$ cat config.mk
export PLATFORM = sky130hd
export DESIGN_NAME = asp_ctrl
export DESIGN_NICKNAME = d
export VERILOG_FILES = /design/src/rtl/asp_pkg.sv /design/src/rtl/asp_link_if.sv /design/src/rtl/asp_pin_sync.sv /design/src/rtl/asp_ctrl.sv
export SDC_FILE = /design/constraint.sdc
export NUM_CORES = 1
export LEC_CHECK = 0
export ABC_AREA = 0
export BUFFER_PORTS_ARGS = -buffer_cell sky130_fd_sc_hd__buf_2
export CORE_UTILIZATION = 39
export CTS_CLUSTER_SIZE = 25
export DETAILED_ROUTE_END_ITERATION = 12
export GPL_ROUTABILITY_DRIVEN = 0
export GPL_TIMING_DRIVEN = 0
export HOLD_SLACK_MARGIN = 0.05
export PLACE_DENSITY = 0.72
export REMOVE_ABC_BUFFERS = 1
export SKIP_LAST_GASP = 1
export SYNTH_ARGS = -nofsm -noshare
export SYNTH_HDL_FRONTEND = slang
export SYNTH_SLANG_ARGS = --single-unit
$ cat constraint.sdc
create_clock -name clk -period 1.8 [get_ports clk]
set_input_delay 0.18 -clock clk [delete_from_list [all_inputs] [get_ports clk]]
set_output_delay 0.18 -clock clk [all_outputs]
set_load 0.01 [all_outputs]
$ cat src/rtl/asp_pkg.sv
package asp_pkg;
   // ****************************************************************
   // clock and wake timing
   // ****************************************************************
   localparam int CLK_MHZ = 100;
   localparam int POWER_UP_WAIT_NS = 1000; // power_up_wait after full shutdown
   localparam int WAKE_NS = 1000; // wake-up from autoshutdown or standby
   localparam logic [7:0] POWER_UP_WAIT_CYC = 8'((POWER_UP_WAIT_NS * CLK_MHZ + 999) / 1000);
   localparam logic [7:0] WAKE_CYC = 8'((WAKE_NS * CLK_MHZ + 999) / 1000);

   // ****************************************************************
   // frame edge counts
   // ****************************************************************
   localparam logic [4:0] CFG_BITS = 5'h0c;
   localparam logic [4:0] TRACK_EDGE = 5'h0e;
   localparam logic [4:0] BITS_PER_FRAME = 5'h10;

   // ****************************************************************
   // control word layout and reset value
   // ****************************************************************
   localparam int CTRL_WRITE_BIT = 11;
   localparam int CTRL_SEQ_BIT = 10;
   localparam int CTRL_ADDR_HI = 9;
   localparam int CTRL_ADDR_LO = 6;
   localparam int CTRL_PM_HI = 5;
   localparam int CTRL_PM_LO = 4;
   localparam int CTRL_SHADOW_BIT = 3;
   localparam int CTRL_WEAK_BIT = 2;
   localparam logic [11:0] CTRL_RESET = 12'h030;
   localparam logic [15:0] SHADOW_RESET = 16'h0000;
   localparam logic [11:0] RESULT_RESET = 12'h000;
   localparam logic [2:0] PIN_SYNC_RESET = 3'h7;

   // power_mode_hi/power_mode_lo codes
   localparam logic [1:0] PM_NORMAL = 2'h3;
   localparam logic [1:0] PM_FULL_DOWN = 2'h2;
   localparam logic [1:0] PM_AUTO_DOWN = 2'h1;
   localparam logic [1:0] PM_STANDBY = 2'h0;

   // ****************************************************************
   // register map (byte addresses)
   // ****************************************************************
   localparam logic [7:0] ADDR_CTRL = 8'h00;
   localparam logic [7:0] ADDR_STATUS = 8'h04;
   localparam logic [7:0] ADDR_RESULT = 8'h08;
   localparam logic [7:0] ADDR_SHADOW = 8'h0c;

   typedef enum logic [2:0] {
      ASP_PWR_ON = 3'b000,
      ASP_PWR_FULL_DOWN = 3'b001,
      ASP_PWR_AUTO_DOWN = 3'b010,
      ASP_PWR_STANDBY = 3'b011,
      ASP_PWR_WAKING = 3'b100
   } asp_pwr_type;
endpackage : asp_pkg

$ cat src/rtl/asp_link_if.sv
`timescale 1ns/100ps
// synchronised pin events passed from the pin stage to the controller
interface asp_link_if;
   logic sclk_fall;
   logic fs_fall;
   logic fs_rise;
   logic din;
   modport src (output sclk_fall, output fs_fall, output fs_rise, output din);
   modport dst (input sclk_fall, input fs_fall, input fs_rise, input din);
endinterface : asp_link_if

$ cat src/rtl/asp_pin_sync.sv
`timescale 1ns/100ps
module asp_pin_sync
   import asp_pkg::*;
(
   input wire logic clk,
   input wire logic rst_b,
   input wire logic frame_sync_n,
   input wire logic conv_serial_clock,
   input wire logic config_serial_in,
   asp_link_if.src link
);
   // ****************************************************************
   // two-stage synchronisers plus one history stage
   // ****************************************************************
   logic [2:0] pin_raw;
   logic [2:0] meta_r;
   logic [2:0] sync_r;
   logic [2:0] prev_r;

   assign pin_raw = {frame_sync_n, conv_serial_clock, config_serial_in};

   // one synchroniser per pin; din takes the second stage, edges compare it with the history stage
   for (genvar i = 0; i < 3; i++) begin : g_sync
      always_ff @(posedge clk) begin
         if (!rst_b) begin
            meta_r[i] <= PIN_SYNC_RESET[i];
            sync_r[i] <= PIN_SYNC_RESET[i];
            prev_r[i] <= PIN_SYNC_RESET[i];
         end else begin
            meta_r[i] <= pin_raw[i];
            sync_r[i] <= meta_r[i];
            prev_r[i] <= sync_r[i];
         end
      end
   end

   // ****************************************************************
   // registered edge events
   // ****************************************************************
   always_ff @(posedge clk) begin
      if (!rst_b) begin
         link.sclk_fall <= 1'b0;
         link.fs_fall <= 1'b0;
         link.fs_rise <= 1'b0;
         link.din <= 1'b0;
      end else begin
         link.sclk_fall <= prev_r[1] & ~sync_r[1];
         link.fs_fall <= prev_r[2] & ~sync_r[2];
         link.fs_rise <= ~prev_r[2] & sync_r[2];
         link.din <= sync_r[0];
      end
   end
endmodule : asp_pin_sync

$ cat src/rtl/asp_ctrl.sv
`timescale 1ns/100ps
// Functional notes
// - full shutdown powers down, holds until changed
// - normal write wakes on frame rise, tracks edge14
// - autoshutdown powers down after updated conversion
// - autoshutdown wakes on frame fall, back to track
// - autostandby keeps bias on after updated conversion
// - standby wakes on frame fall, dummy frame follows
// - auto modes start at end of conversion
// - serial clock drives conversion and all data
// - frame fall holds, samples, drives output, converts
// - track on edge 14, shadow frame at rise
// - output released on edge 16 unless weak
// - frame: four address bits then 12 result bits
// - top address bit from frame fall, then shifts
// - last bit launched edge 15, valid edge 16
// - first 12 bits load control when write set
// - normal mode stays powered between conversions
module asp_ctrl
   import asp_pkg::*;
(
   input wire logic clk,
   input wire logic rst_b,
   input wire logic frame_sync_n,
   input wire logic conv_serial_clock,
   input wire logic config_serial_in,
   output logic result_serial_out,
   output logic result_serial_oe,
   output logic result_serial_weak,
   output logic track_mode,
   output logic conv_start,
   output logic core_power_on,
   output logic bias_power_on,
   output logic [3:0] chan_select,
   input wire logic psel,
   input wire logic penable,
   input wire logic pwrite,
   input wire logic [7:0] paddr,
   input wire logic [31:0] pwdata,
   output logic [31:0] prdata,
   output logic pready,
   output logic pslverr
);
   // ****************************************************************
   // state
   // ****************************************************************
   asp_link_if link ();
   asp_pwr_type pwr_r;
   asp_pwr_type pwr_nxt;
   logic [11:0] ctrl_r;
   logic [15:0] shadow_r;
   logic [11:0] result_data_r;
   logic [10:0] cfg_shift_r;
   logic [15:0] shadow_shift_r;
   logic [15:0] out_shift_r;
   logic [4:0] bit_cnt_r;
   logic [7:0] wake_cnt_r;
   logic [3:0] chan_cur_r;
   logic frame_active_r;
   logic ctrl_upd_r;
   logic shadow_pend_r;
   logic shadow_frame_r;
   logic track_r;
   logic track_nxt;

   asp_pin_sync u_pin_sync (
      .clk(clk),
      .rst_b(rst_b),
      .frame_sync_n(frame_sync_n),
      .conv_serial_clock(conv_serial_clock),
      .config_serial_in(config_serial_in),
      .link(link.src)
   );

   // ****************************************************************
   // frame decode
   // ****************************************************************
   logic sclk_edge;
   logic [4:0] edge_num;
   logic [11:0] cfg_word;
   logic [1:0] pm_cur;
   logic load_now;
   logic track_edge;
   logic eoc;
   logic frame_start;
   logic shadow_done;
   logic lowpower_req;

   // serial clock edges counted only inside a frame
   assign sclk_edge = link.sclk_fall & frame_active_r;
   assign edge_num = 5'(bit_cnt_r + 5'h01);
   assign cfg_word = {cfg_shift_r, link.din};
   assign pm_cur = ctrl_r[CTRL_PM_HI:CTRL_PM_LO];
   assign frame_start = link.fs_fall & ~frame_active_r;
   assign load_now = sclk_edge && edge_num == CFG_BITS && !shadow_frame_r
                     && cfg_word[CTRL_WRITE_BIT];
   assign track_edge = sclk_edge && edge_num == TRACK_EDGE && !shadow_frame_r
                       && !(pwr_r == ASP_PWR_FULL_DOWN && pm_cur == PM_FULL_DOWN);
   assign eoc = sclk_edge && edge_num == BITS_PER_FRAME;
   assign shadow_done = link.fs_rise && shadow_frame_r && bit_cnt_r == BITS_PER_FRAME;
   assign lowpower_req = eoc && ctrl_upd_r && pm_cur != PM_NORMAL;

   // frame window and edge counter
   always_ff @(posedge clk) begin
      if (!rst_b) begin
         frame_active_r <= 1'b0;
         bit_cnt_r <= 5'h00;
      end else if (frame_start) begin
         frame_active_r <= 1'b1;
         bit_cnt_r <= 5'h00;
      end else begin
         frame_active_r <= frame_active_r & ~eoc & ~link.fs_rise;
         bit_cnt_r <= sclk_edge ? edge_num : bit_cnt_r;
      end
   end

   // ****************************************************************
   // control and shadow capture
   // ****************************************************************
   always_ff @(posedge clk) begin
      if (!rst_b) begin
         cfg_shift_r <= 11'h000;
         ctrl_r <= CTRL_RESET;
         ctrl_upd_r <= 1'b0;
      end else begin
         if (sclk_edge && bit_cnt_r < CFG_BITS) cfg_shift_r <= cfg_word[10:0];
         if (load_now) ctrl_r <= cfg_word;
         if (load_now) ctrl_upd_r <= 1'b1;
         else if (frame_start) ctrl_upd_r <= 1'b0;
      end
   end

   // shadow word captured on all 16 edges of the frame after a request
   always_ff @(posedge clk) begin
      if (!rst_b) begin
         shadow_pend_r <= 1'b0;
         shadow_frame_r <= 1'b0;
         shadow_shift_r <= SHADOW_RESET;
         shadow_r <= SHADOW_RESET;
      end else begin
         if (load_now) begin
            shadow_pend_r <= ~cfg_word[CTRL_SEQ_BIT] & cfg_word[CTRL_SHADOW_BIT];
         end else if (frame_start) begin
            shadow_pend_r <= 1'b0;
         end
         if (frame_start) shadow_frame_r <= shadow_pend_r;
         else if (link.fs_rise) shadow_frame_r <= 1'b0;
         if (sclk_edge && shadow_frame_r) shadow_shift_r <= {shadow_shift_r[14:0], link.din};
         if (shadow_done) shadow_r <= shadow_shift_r;
      end
   end

   // ****************************************************************
   // serial output: address nibble then result, msb first
   // ****************************************************************
   always_ff @(posedge clk) begin
      if (!rst_b) begin
         out_shift_r <= 16'h0000;
         result_serial_out <= 1'b0;
         result_serial_oe <= 1'b0;
         result_serial_weak <= 1'b0;
      end else if (frame_start) begin
         out_shift_r <= {chan_cur_r, result_data_r};
         result_serial_out <= chan_cur_r[3];
         result_serial_oe <= 1'b1;
         result_serial_weak <= 1'b0;
      end else if (eoc) begin
         result_serial_out <= chan_cur_r[3]; // next top address bit for weak hold
         result_serial_oe <= 1'b0;
         result_serial_weak <= ctrl_r[CTRL_WEAK_BIT];
      end else if (sclk_edge) begin
         out_shift_r <= {out_shift_r[14:0], 1'b0};
         result_serial_out <= out_shift_r[14];
      end else if (link.fs_rise && frame_active_r) begin
         result_serial_oe <= 1'b0; // aborted frame releases the line
      end
   end

   // channel mux moves to the programmed channel on edge 14
   always_ff @(posedge clk) begin
      if (!rst_b) chan_cur_r <= CTRL_RESET[CTRL_ADDR_HI:CTRL_ADDR_LO];
      else if (sclk_edge && edge_num == TRACK_EDGE) chan_cur_r <= ctrl_r[CTRL_ADDR_HI:CTRL_ADDR_LO];
   end

   // ****************************************************************
   // power state
   // ****************************************************************
   function automatic asp_pwr_type lp_state(input logic [1:0] pm);
      case (pm)
         PM_FULL_DOWN: lp_state = ASP_PWR_FULL_DOWN;
         PM_AUTO_DOWN: lp_state = ASP_PWR_AUTO_DOWN;
         PM_STANDBY: lp_state = ASP_PWR_STANDBY;
         default: lp_state = ASP_PWR_ON;
      endcase
   endfunction : lp_state

   always_comb begin
      pwr_nxt = pwr_r;
      case (pwr_r)
         ASP_PWR_ON: begin
            if (lowpower_req) pwr_nxt = lp_state(pm_cur);
         end
         ASP_PWR_FULL_DOWN: begin
            if (lowpower_req && pm_cur != PM_FULL_DOWN) pwr_nxt = lp_state(pm_cur);
            else if (link.fs_rise && pm_cur == PM_NORMAL) pwr_nxt = ASP_PWR_WAKING;
         end
         ASP_PWR_AUTO_DOWN, ASP_PWR_STANDBY: begin
            if (link.fs_fall) pwr_nxt = ASP_PWR_WAKING;
         end
         ASP_PWR_WAKING: begin
            if (lowpower_req) pwr_nxt = lp_state(pm_cur);
            else if (wake_cnt_r <= 8'h01) pwr_nxt = ASP_PWR_ON;
         end
         default: pwr_nxt = ASP_PWR_ON;
      endcase
   end

   always_ff @(posedge clk) begin
      if (!rst_b) pwr_r <= ASP_PWR_ON;
      else pwr_r <= pwr_nxt;
   end

   // wake timer: power-up wait from full shutdown, wake time otherwise
   always_ff @(posedge clk) begin
      if (!rst_b) begin
         wake_cnt_r <= 8'h00;
      end else if (pwr_nxt == ASP_PWR_WAKING && pwr_r != ASP_PWR_WAKING) begin
         wake_cnt_r <= (pwr_r == ASP_PWR_FULL_DOWN) ? POWER_UP_WAIT_CYC : WAKE_CYC;
      end else if (wake_cnt_r != 8'h00) begin
         wake_cnt_r <= 8'(wake_cnt_r - 8'h01);
      end
   end

   // track-and-hold: later items take priority
   always_comb begin
      track_nxt = track_r;
      if (frame_start) begin
         track_nxt = (pwr_r == ASP_PWR_AUTO_DOWN || pwr_r == ASP_PWR_STANDBY);
      end
      if (track_edge) track_nxt = 1'b1;
      if (shadow_done) track_nxt = 1'b1;
      if (lowpower_req) track_nxt = 1'b0;
   end

   // power and track outputs follow the next state
   always_ff @(posedge clk) begin
      if (!rst_b) begin
         track_r <= 1'b1;
         core_power_on <= 1'b1;
         bias_power_on <= 1'b1;
         conv_start <= 1'b0;
      end else begin
         track_r <= track_nxt;
         core_power_on <= (pwr_nxt == ASP_PWR_ON || pwr_nxt == ASP_PWR_WAKING);
         bias_power_on <= (pwr_nxt != ASP_PWR_FULL_DOWN && pwr_nxt != ASP_PWR_AUTO_DOWN);
         conv_start <= frame_start && pwr_r == ASP_PWR_ON;
      end
   end

   assign track_mode = track_r;
   assign chan_select = chan_cur_r;

   // ****************************************************************
   // apb slave, zero wait states
   // ****************************************************************
   logic apb_setup;
   logic apb_wr;
   logic addr_hit;
   logic [31:0] rd_mux;
   logic [31:0] status_word;

   assign apb_setup = psel & ~penable;
   assign apb_wr = psel & penable & pready & pwrite;
   assign addr_hit = paddr == ADDR_CTRL || paddr == ADDR_STATUS
                     || paddr == ADDR_RESULT || paddr == ADDR_SHADOW;
   assign status_word = {20'h0_0000, wake_cnt_r[3:0] != 4'h0, shadow_frame_r, shadow_pend_r,
                         ctrl_upd_r, frame_active_r, track_r, core_power_on,
                         bias_power_on, 1'b0, pwr_r};
   assign rd_mux = (paddr == ADDR_CTRL) ? {20'h0_0000, ctrl_r} :
                   (paddr == ADDR_STATUS) ? status_word :
                   (paddr == ADDR_RESULT) ? {20'h0_0000, result_data_r} :
                   (paddr == ADDR_SHADOW) ? {16'h0000, shadow_r} : 32'h0000_0000;

   always_ff @(posedge clk) begin
      if (!rst_b) begin
         pready <= 1'b0;
         pslverr <= 1'b0;
         prdata <= 32'h0000_0000;
      end else begin
         pready <= apb_setup;
         pslverr <= apb_setup & ~addr_hit;
         prdata <= apb_setup ? rd_mux : 32'h0000_0000;
      end
   end

   // result value returned in the next frame
   always_ff @(posedge clk) begin
      if (!rst_b) result_data_r <= RESULT_RESET;
      else if (apb_wr && paddr == ADDR_RESULT) result_data_r <= pwdata[11:0];
   end
endmodule : asp_ctrl

### Word level (Yosys, flattened, before mapping)

Cells that the tools add are included.

| word-level totals | value |
|---|---|
| bits in registers | 159 |
| latch bits | 0 |
| memory bits (writable) | 0 |
| bits in read-only memories | 0 |
| input bits | 48 |
| output and inout port bits | 45 |
| word-level logic and storage cells | 173 |
| memories kept | 0 |

| cells by class | value |
|---|---|
| add/sub/neg operators | 2 |
| multiply operators | 0 |
| div/mod/pow operators | 0 |
| order comparisons | 2 |
| equality and inequality tests | 22 |
| shift operators | 0 |
| muxes and demuxes | 34 |
| bitwise gates (word level) | 25 |
| reductions and logical operators | 49 |

Operator list:

| kind | number |
|---|---|
| $mux 12 | 4 |
| $mux 15 | 3 |
| $logic_and 1x1->1 | 21 |
| $mux 3 | 6 |
| $mux 1 | 17 |
| $eq 8x4->1 const B | 2 |
| $mux 7 | 2 |
| $and 1x1->1 | 13 |
| $not 1->1 | 12 |
| $pmux 3 s4 | 1 |
| $eq 5x4->1 const B | 2 |
| $eq 5x5->1 const B | 2 |
| $eq 8x3->1 const B | 1 |
| $le 8x1->1 const B | 1 |
| $logic_not 8->1 | 1 |
| $reduce_bool 2->1 | 4 |
| $reduce_bool 4->1 | 2 |
| $reduce_bool 8->1 | 1 |
| $sub 8x1->8 const B | 1 |
| $eq 3x2->1 const B | 2 |
| $eq 3x3->1 const B | 2 |
| $logic_not 3->1 | 2 |
| $ne 3x1->1 const B | 2 |
| $pmux 2 s3 | 1 |
| 17 further kinds | 29 |

### Logic depth before layout (Yosys ltp)

Gate-level depths: netlist (run 1).

| depth | value |
|---|---|
| word-level depth | 11 |
| depth in mapped cells | 8 |
| depth with buffers taken out | 7 |

### Cells and area by module

Synthesis (run 1) repeated with hierarchy kept, for this count alone.

| unflattened totals | value |
|---|---|
| cell total of the unflattened synthesis | 635 |
| area total of the unflattened synthesis | 5834.3 µm² |

Modules (own cells, without submodules):

| module | instances | cells an instance | area each (µm²) | sequential area each (µm²) |
|---|---|---|---|---|
| asp_ctrl | 1 | 610 | 5497.8 | 2622.5 |
| asp_pin_sync | 1 | 25 | 336.6 | 240.2 |

### Worst setup path after synthesis (run 1)

OpenSTA, ideal clock, no wires.

| path | value |
|---|---|
| kind | register to register |
| start point | register bit_cnt_r[0] |
| end point | register ctrl_r[5] |
| library setup time | 0.127 ns |
| arrival time | 1.641 ns |
| data required time | 1.673 ns |
| path slack | 0.032 ns |
| stages on the path, launching flop included | 9 |
| buffers on the path | 2 |
| clock period less this slack | 1.768 ns |
| cell sequence | dfxtp_1 ha_1 nand2_1 nor4b_1 and2_1 buf_4 buf_6 mux2i_1 nand2_1 |

| on the way | value |
|---|---|
| longest elaborated chain between the ends | 5 |

Ends and longest elaborated chain:

| item | line | source |
|---|---|---|
| from (decl) | asp_ctrl.sv:56 | `logic [4:0] bit_cnt_r;` |
| from (signal assigned) | asp_ctrl.sv:113 | `bit_cnt_r <= sclk_edge ? edge_num : bit_cnt_r;` |
| $add 5x1->5 | asp_ctrl.sv:91 | `assign edge_num = 5'(bit_cnt_r + 5'h01);` |
| $eq 5x4->1 | asp_ctrl.sv:95 | `assign load_now = sclk_edge && edge_num == CFG_BITS && !shadow_frame_r` |
| $logic_and 1x1->1 (2 in a row) | asp_ctrl.sv:95 |  |
| $logic_and 1x1->1 | asp_ctrl.sv:96 | `&& cfg_word[CTRL_WRITE_BIT];` |
| to (signal assigned) | asp_ctrl.sv:127 | `if (load_now) ctrl_r <= cfg_word;` |
| to (decl) | asp_ctrl.sv:50 | `logic [11:0] ctrl_r;` |

Every way passes these cells.
A chain may end at the register's enable or synchronous reset.

### Worst setup path in the final report (run 1)

| path | value |
|---|---|
| start point | register bit_cnt_r[4] |
| end point | register bias_power_on |

| on the way | value |
|---|---|
| longest elaborated chain between the ends | 10 |
| elaborated cells between the ends (all ways) | 13 |
| those cells by class | add/sub (1); eq/ne (3); mux (4); reduce/logical (5) |

Ends and longest elaborated chain:

| item | line | source |
|---|---|---|
| $add 5x1->5 (*) | asp_ctrl.sv:91 |  |
| $eq 5x5->1 (*) | asp_ctrl.sv:99 | `assign eoc = sclk_edge && edge_num == BITS_PER_FRAME;` |
| $logic_and 1x1->1 (*) | asp_ctrl.sv:99 |  |
| $logic_and 1x1->1 (*) (2 in a row) | asp_ctrl.sv:101 | `assign lowpower_req = eoc && ctrl_upd_r && pm_cur != PM_NORMAL;` |
| $logic_and 1x1->1 | asp_ctrl.sv:204 | `if (lowpower_req && pm_cur != PM_FULL_DOWN) pwr_nxt = lp_state(pm_cur);` |
| $mux 3 | asp_ctrl.sv:204 |  |
| $pmux 3 s4 (*) | asp_ctrl.sv:199 | `case (pwr_r)` |
| $ne 3x1->1 or $ne 3x2->1 (tied branches) | asp_ctrl.sv:255 | `bias_power_on <= (pwr_nxt != ASP_PWR_FULL_DOWN && pwr_nxt != ASP_PWR_AUTO_DOWN);` |
| $logic_and 1x1->1 (*) | asp_ctrl.sv:255 |  |
| to (signal assigned) | asp_ctrl.sv:255 |  |
| to (decl) | asp_ctrl.sv:33 | `output logic bias_power_on,` |

Every way passes the cells marked *; elsewhere a longest branch is shown, timed or not.

==> metrics.yaml, run 1 <==
timing:
  worst_slew_pin_slew_ns: 0.701
  fin_hold_ws_ns: 0.0512
  rsz0062_at_grt: "true"
  skew_ns: 0.00551
  hold_viol: 0
  setup_violations: 0
  layout_min_cycle_time_ns: 1.80
  fin_crit_sh_pct: 99.8
  fmax_mhz: 556
  slew_headroom_pct: 53.3
  slew_viol_final: 0
drt:
  wl_per_cell_um: 14.7
  avgViaCountPerCell: 5.02
  drc: 0
  vias: 4490
  first_pass_iters: 5
  drtAntennaViolNets: 0
  drt_wl_total_mm: 13.1
  drt_first_iter_violations: 313
worst_setup_path:
  crit_chain: "nand2b_1 > mux2_4 > o22ai_4 > nand4_1 > a2bb2oi_2 > mux2i_1"
  cp-start-kind: "flop"
  slowest_delay_ns: 0.35
  cp_max_fo: 5
  required_ns: 2.13
  crit_type: "reg2reg"
  crit_buf_inv: 0
  end_kind: "flop"
  cp_top_family: "multiplexers"
  arrival_ns: 2.13
  crit_slowest_cell: "dfxtp_4"
global_route:
  grt_pass1_wl_mm: 20.6
  grtUsageTotal_pct: 16.7
  grt.overflow.total: 0
  antenna_found_initial: 0
  grt_pass1_vias: 4155
  grt_max_degree: 115
cells_and_area:
  layout-drive-gt1-share_pct: 21.4
  nNetsFinal: 747
  fin_area_mm2: 0.00746
  num_antenna_cells: 0
  nFillCells: 1356
  area_delta_synth_final_pct: 24.1
floorplan:
  initial_core_util_pct: 39.7
  ioPinCount: 93
  die_x_um: 126
  die_area_mm2: 0.0159
  placementRows: 45
  die_h_um: 126
  core_mm2: 0.0151
power:
  cellPowerDensity_mw_per_mm2: 1030
  combPwrFrac_pct: 9.2
  p_sw_mw: 1.69
  peakVddDrop_mv: 0.659
  intPower_mw: 6.03
  pwr-share-clk_pct: 47.6
  leakage_nw: 2.87
  p_seq_share_pct: 43.2
  netSwitchingFraction_pct: 21.9
clock_tree:
  cts_tree: "built"
  cts_root_buffer: "clkbuf_16"
  clkTransAtPathRegs_ns: 0.06
  h-tree-depth: 4
  clock_latency_ns: 0.42
  cts_made_buffers: 17
  clkSinkCount: 143
  cts_buffer_depth: 2
placed_design:
  detailed_place.area_mm2: 0.00633
  port_buffers: 56
  place_hpwl_mm: 8.06
synth:
  yosys-top-cells-area: "dfxtp_1 48%, mux2i_1 9.8%, nand2_1 5.5%"
  synth_seq_cells: 143
  synth_edf_count: 0
  synth.distinct_cells: 57
  syn_area_per_cell_um2: 9.77
  ys_warn_count: 0
  seq_area_frac_synth_pct: 47.6
  synth_top_area_cell: "dfxtp_1"
  synth_top_area_share_pct: 47.6
  synthesis.area_mm2: 0.00601
  ys.flop_type: "dfxtp_1"
  synthArstFlopShare_pct: 0
  syn_inst: 615
run:
  drv_cap: 0
hold_path:
  hp-class: "in2reg"
status:
  status: "complete, no violations"
[worst paths after layout]
path	start	end	slack, ns	cells past startpoint
setup / recovery	bit_cnt_r[4]	bias_power_on	0.003	6
hold / removal	paddr[0]	pslverr	0.05	3
setup reg to reg	bit_cnt_r[4]	bias_power_on	0.003	6
hold reg to reg	u_pin_sync.meta_r[2]	u_pin_sync.sync_r[2]	0.40	1
[Yosys cell counts, drive strengths merged (3+ instances only)]
master  number
a211oi       3
a21boi      38
a21oi       24
and2        10
and3         5
buf         28
clkbuf      26
dfxtp      143
ha           6
inv          9
mux2         3
mux2i       59
mux4         9
nand2       88
nand2b      14
nand3        7
nand3b       6
nand4        4
nor2        24
nor2b       48
nor3         4
o21ai       19
xnor2        3
xor2         6
[kinds of logic after synthesis]
| family | share of synthesized area, % |
|---|---|
| compound gates | 11.8 |
| xor+xnor | 1.31 |
| fa+ha+maj | 1.25 |
| buf+inv | 5.58 |
| flops | 47.6 |
| mux | 13.8 |
| other cells | 0.0624 |
| simple gates | 18.5 |
[power groups by stage]
stage          clock network (mW)  logic (mW)  registers (mW)
6_report                     3.68       0.707            3.34
5_1_grt                      3.90       0.788            3.35
4_1_cts                      3.73       0.710            3.33
3_5_place_dp                    0       0.672            3.41
3_3_place_gp                    0       0.652            3.41
2_1_floorplan                   0       0.490            3.39
[flip-flops by register name, summed over array words and instances (netlist names), 4 cells and up]
register	count
shadow_r	16
wake_cnt_r	8
shadow_shift_r	16
result_data_r	12
out_shift_r	15
chan_select	4
ctrl_r	12
cfg_shift_r	11
prdata	16
bit_cnt_r	5
[routing by layer]
metal,GRT usage [%],up-vias,routed length (um)
met5,0,-,0
met4,7.73,0,357
met3,4.08,28,618
met2,27.6,105,6310
met1,20.4,2123,5830
li1,-,2234,-
[cell type report]
cell class                 count  area, um^2  area share [%]
timing repair buffer          97         692            9.28
sequential                   143        2880            38.6
tap                          188         235            3.15
multi-input combinational    425        2990            40.0
inverter                       9        33.8           0.453
clock inverter                 4        95.1            1.27
clock buffer                  28         537            7.20
[repair_timing]
| item | in CTS | in global routing |
|---|---|---|
| pin swaps | 5 | 10 |
| resized for setup | 22 | 17 |
| endpoints found under the hold margin | 17 | 0 |
| buffers inserted | 9 | 12 |
| hold buffers | 19 | 0 |
| setup endpoints to repair | 92 | 64 |
| cloned | 0 | 1 |
[metrics by stage]
stage               TNS, ns  worst slack (ns)  total power, mW  instances  util (%)
global route         -0.169           -0.0772             8.04        894      49.2
floorplan             -4.28            -0.170             3.88        576         -
CTS                 -0.0542           -0.0224             7.77        882      48.2
detailed placement   -29.97            -0.795             4.08        822      41.8
finish                    0           0.00288             7.72        894      49.2
global placement     -51.87            -0.933             4.06        820      41.5
[cells in the final DEF, fill, tap and decap left out, types with 4 or more instances in the layout]
cell	netlist	final
and2_1	10	8
buf_4	18	18
nor2_1	24	22
dfxtp_1	143	137
mux2i_1	59	59
buf_2	7	55
nand3b_1	6	6
inv_1	9	9
dfxtp_4	0	4
xor2_1	6	6
nor3_1	4	4
a21boi_0	7	7
a21boi_1	31	31
mux4_2	9	9
nand2b_1	14	10
clkbuf_16	0	17
clkbuf_1	26	4
conb_1	1	16
ha_1	6	4
and3_1	5	5
dlygate4sd3_1	0	18
o21ai_0	17	17
nand3_1	6	6
nand2_1	88	85
a21oi_1	23	23
nand4_1	4	4
nor2b_1	48	48
clkbuf_8	0	7
[worst min-delay path, stage by stage]
cell     delay (ns)
buf_2          0.07
nor2_1         0.04
a31oi_1        0.14
(Power assumes the default switching activity.)
==> inputs of run 2 (changes only) <==
--- a/config.mk
+++ b/config.mk
@@ -8,7 +8,7 @@
 export ABC_AREA = 0
 export BUFFER_PORTS_ARGS = -buffer_cell sky130_fd_sc_hd__buf_2
 export CORE_UTILIZATION = 39
-export CTS_CLUSTER_SIZE = 25
+export CTS_CLUSTER_SIZE = 16
 export DETAILED_ROUTE_END_ITERATION = 12
 export GPL_ROUTABILITY_DRIVEN = 0
 export GPL_TIMING_DRIVEN = 0
==> constraint.sdc (replaced) <==
create_clock -name clk -period 1.4 [get_ports clk]
set_input_delay 0.14 -clock clk [delete_from_list [all_inputs] [get_ports clk]]
set_output_delay 0.14 -clock clk [all_outputs]
set_load 0.01 [all_outputs]
==> metrics.yaml, run 2 (synthesis results as in run 1) <==
status:
  status: "finished, violations left"
  violations: "negative setup slack"
global_route:
  antenna_found_initial: 0  # unchanged
  grt_max_degree: 115  # unchanged
  grtUsageMet1_pct: 21.6  # +1.3 points
  met2_usage_pct: 31.8  # +4.2 points
  grt_pass1_wl_mm: 22.9  # +11%
  grt.overflow.total: 0  # unchanged
  grt_pass1_vias: 4548  # +9.5%
  grtUsageMet3_pct: 4.42  # +0.34 points
  busiest_layer: "met2"
  grtUsageTotal_pct: 18.4  # +1.8 points
floorplan:
  die_area_mm2: 0.0159  # unchanged
  initial_core_util_pct: 39.7  # unchanged
  ioPinCount: 93  # unchanged
  placementRows: 45  # unchanged
  die_h_um: 126  # unchanged
  die_x_um: 126  # unchanged
  core_mm2: 0.0151  # unchanged
cells_and_area:
  top_regs: "prdata (16), shadow_r (16), shadow_shift_r (16)"
  layout-drive-gt1-share_pct: 32.1  # +11 points
  multi_input_area_mm2: 0.00329  # +10%
  mostFrequentLayoutCells: "122 x dfxtp_1, 63 x nand2_1, 59 x mux2i_1"
  final_cell_count_no_fill: 916  # +2.5%
  final_common_cell: "dfxtp_1"
  nNetsFinal: 769  # +2.9%
  area_delta_synth_final_pct: 34.3
  nFillCells: 1246  # -8.1%
  seq_area_mm2: 0.00291  # +0.91%
  num_antenna_cells: 0  # unchanged
worst_setup_path:
  cp_max_fo: 5  # unchanged
  cp-start-kind: "flop"
  arrival_ns: 2.16  # +0.03 ns
  required_ns: 1.73  # -0.40 ns
  crit_type: "reg2reg"
  end_kind: "flop"
drt:
  vias: 4762  # +6.1%
  avgViaCountPerCell: 5.20  # +3.5%
  drtAntennaViolNets: 0  # unchanged
  wl_per_cell_um: 16.4  # +12%
  drt_first_iter_violations: 380  # +21%
  drt_wl_total_mm: 15.0  # +15%
  first_pass_iters: 5  # unchanged
  drc: 0  # unchanged
timing:
  slew_headroom_pct: 58.3  # +5.0 points
  skew_ns: 0.00853  # +0.00301 ns
  layout_min_cycle_time_ns: 1.83  # +0.0342 ns
  tns_ns: -17.77  # -17.77 ns
  worst_slew_pin_slew_ns: 0.624  # -0.0765 ns
  rsz0062_at_grt: "true"
  setup_violations: 61  # +61
  fmax_mhz: 546  # -1.9%
  slew_viol_final: 0  # unchanged
  hold_viol: 0  # unchanged
  fin_crit_sh_pct: 131  # +31 points
  setup_ws_ns: -0.431  # -0.434 ns
  fin_hold_ws_ns: 0.225  # +0.174 ns
hold_path:
  hp-class: "in2reg"
clock_tree:
  cts_made_buffers: 17  # unchanged
  cts_root_buffer: "clkbuf_16"
  clkTransAtPathRegs_ns: 0.06  # about the same
  cts_buffer_depth: 2  # unchanged
  clkSinkCount: 143  # unchanged
  cts_tree: "built"
  clock_latency_ns: 0.43  # about the same
  h-tree-depth: 4  # unchanged
placed_design:
  place_hpwl_mm: 8.06  # unchanged
  placed_cells: 822  # unchanged
  port_buffers: 56  # unchanged
power:
  leakage_nw: 3.15  # +9.8%
  peakVddDrop_mv: 0.879  # +33%
  combPwrFrac_pct: 14.1  # +4.9 points
  cellPowerDensity_mw_per_mm2: 1320  # +27%
  pwr-share-clk_pct: 44.9  # -2.7 points
  total_power_mw: 10.6  # +38%
  netSwitchingFraction_pct: 23.6  # +1.7 points
  intPower_mw: 8.11  # +35%
  p_sw_mw: 2.51  # +48%
  p_seq_share_pct: 41.0  # -2.2 points
run:
  drv_cap: 0  # unchanged
## run 2: cell types whose count changed in the layout (fill, tap and decap cells not counted), sizes merged
cell | before | now
buf | 79 | 100
clkbuf | 28 | 29
## run 2: per-stage QoR
stage / setup WS, ns / utilization, % / area [um^2]
after floorplan: -0.570 / - / 5760
after global placement: -1.29 / 41.5 / 6280
after detailed placement: -1.20 / 41.8 / 6330
after CTS: -0.372 / 51.3 / 7770
after global routing: -0.467 / 53.3 / 8070
final: -0.431 / 53.3 / 8070
## run 2: power by group through the flow
stage	Sequential, mW	Combinational, mW	Clock, mW
final	4.36	1.50	4.76
after global routing	4.37	1.61	5.03
after CTS	4.32	1.08	4.79
after detailed placement	4.38	0.863	0
after global placement	4.38	0.838	0
after floorplan	4.36	0.629	0
## run 2: critical path: stages (launching register included)
cell and delay [ns]:
dfxtp_4 0.40, buf_6 0.12, ha_4 0.14, nand2_4 0.06, a2111oi_1 0.46, a21oi_1 0.18
and2_1 0.19, mux2i_1 0.19
## run 2: cell type report
class	instances	share of cell area [%]
timing repair buffer	119	12.0
clock buffer	28	6.65
sequential	143	36.0
inverter	9	0.481
multi-input combinational	425	40.7
tap	188	2.91
clock inverter	4	1.18
## run 2: routing by layer
layer | wire (um) | part of all wire [%]
met5 | 0 | 0
met4 | 332 | 2.2
met3 | 652 | 4.3
met2 | 7730 | 51
met1 | 6320 | 42
## run 2: worst paths after layout
path | startpoint | endpoint | slack [ns] | depth (start not counted)
worst max-delay path | bit_cnt_r[0] | bias_power_on | -0.43 | 7
worst min-delay path | rst_b | u_pin_sync.sync_r[0] | 0.22 | 3
worst max register to register | bit_cnt_r[0] | bias_power_on | -0.43 | 7
worst min register to register | u_pin_sync.prev_r[1] | u_pin_sync.link.sclk_fall | 0.40 | 2
## run 2: timing repair
item	CTS	global route
pin swaps	54	23
cloned	2	2
hold buffers	18	0
setup buffers	30	12
gates resized for setup	90	55
endpoints found under the setup margin	108	108
endpoints found under the hold margin	17	0
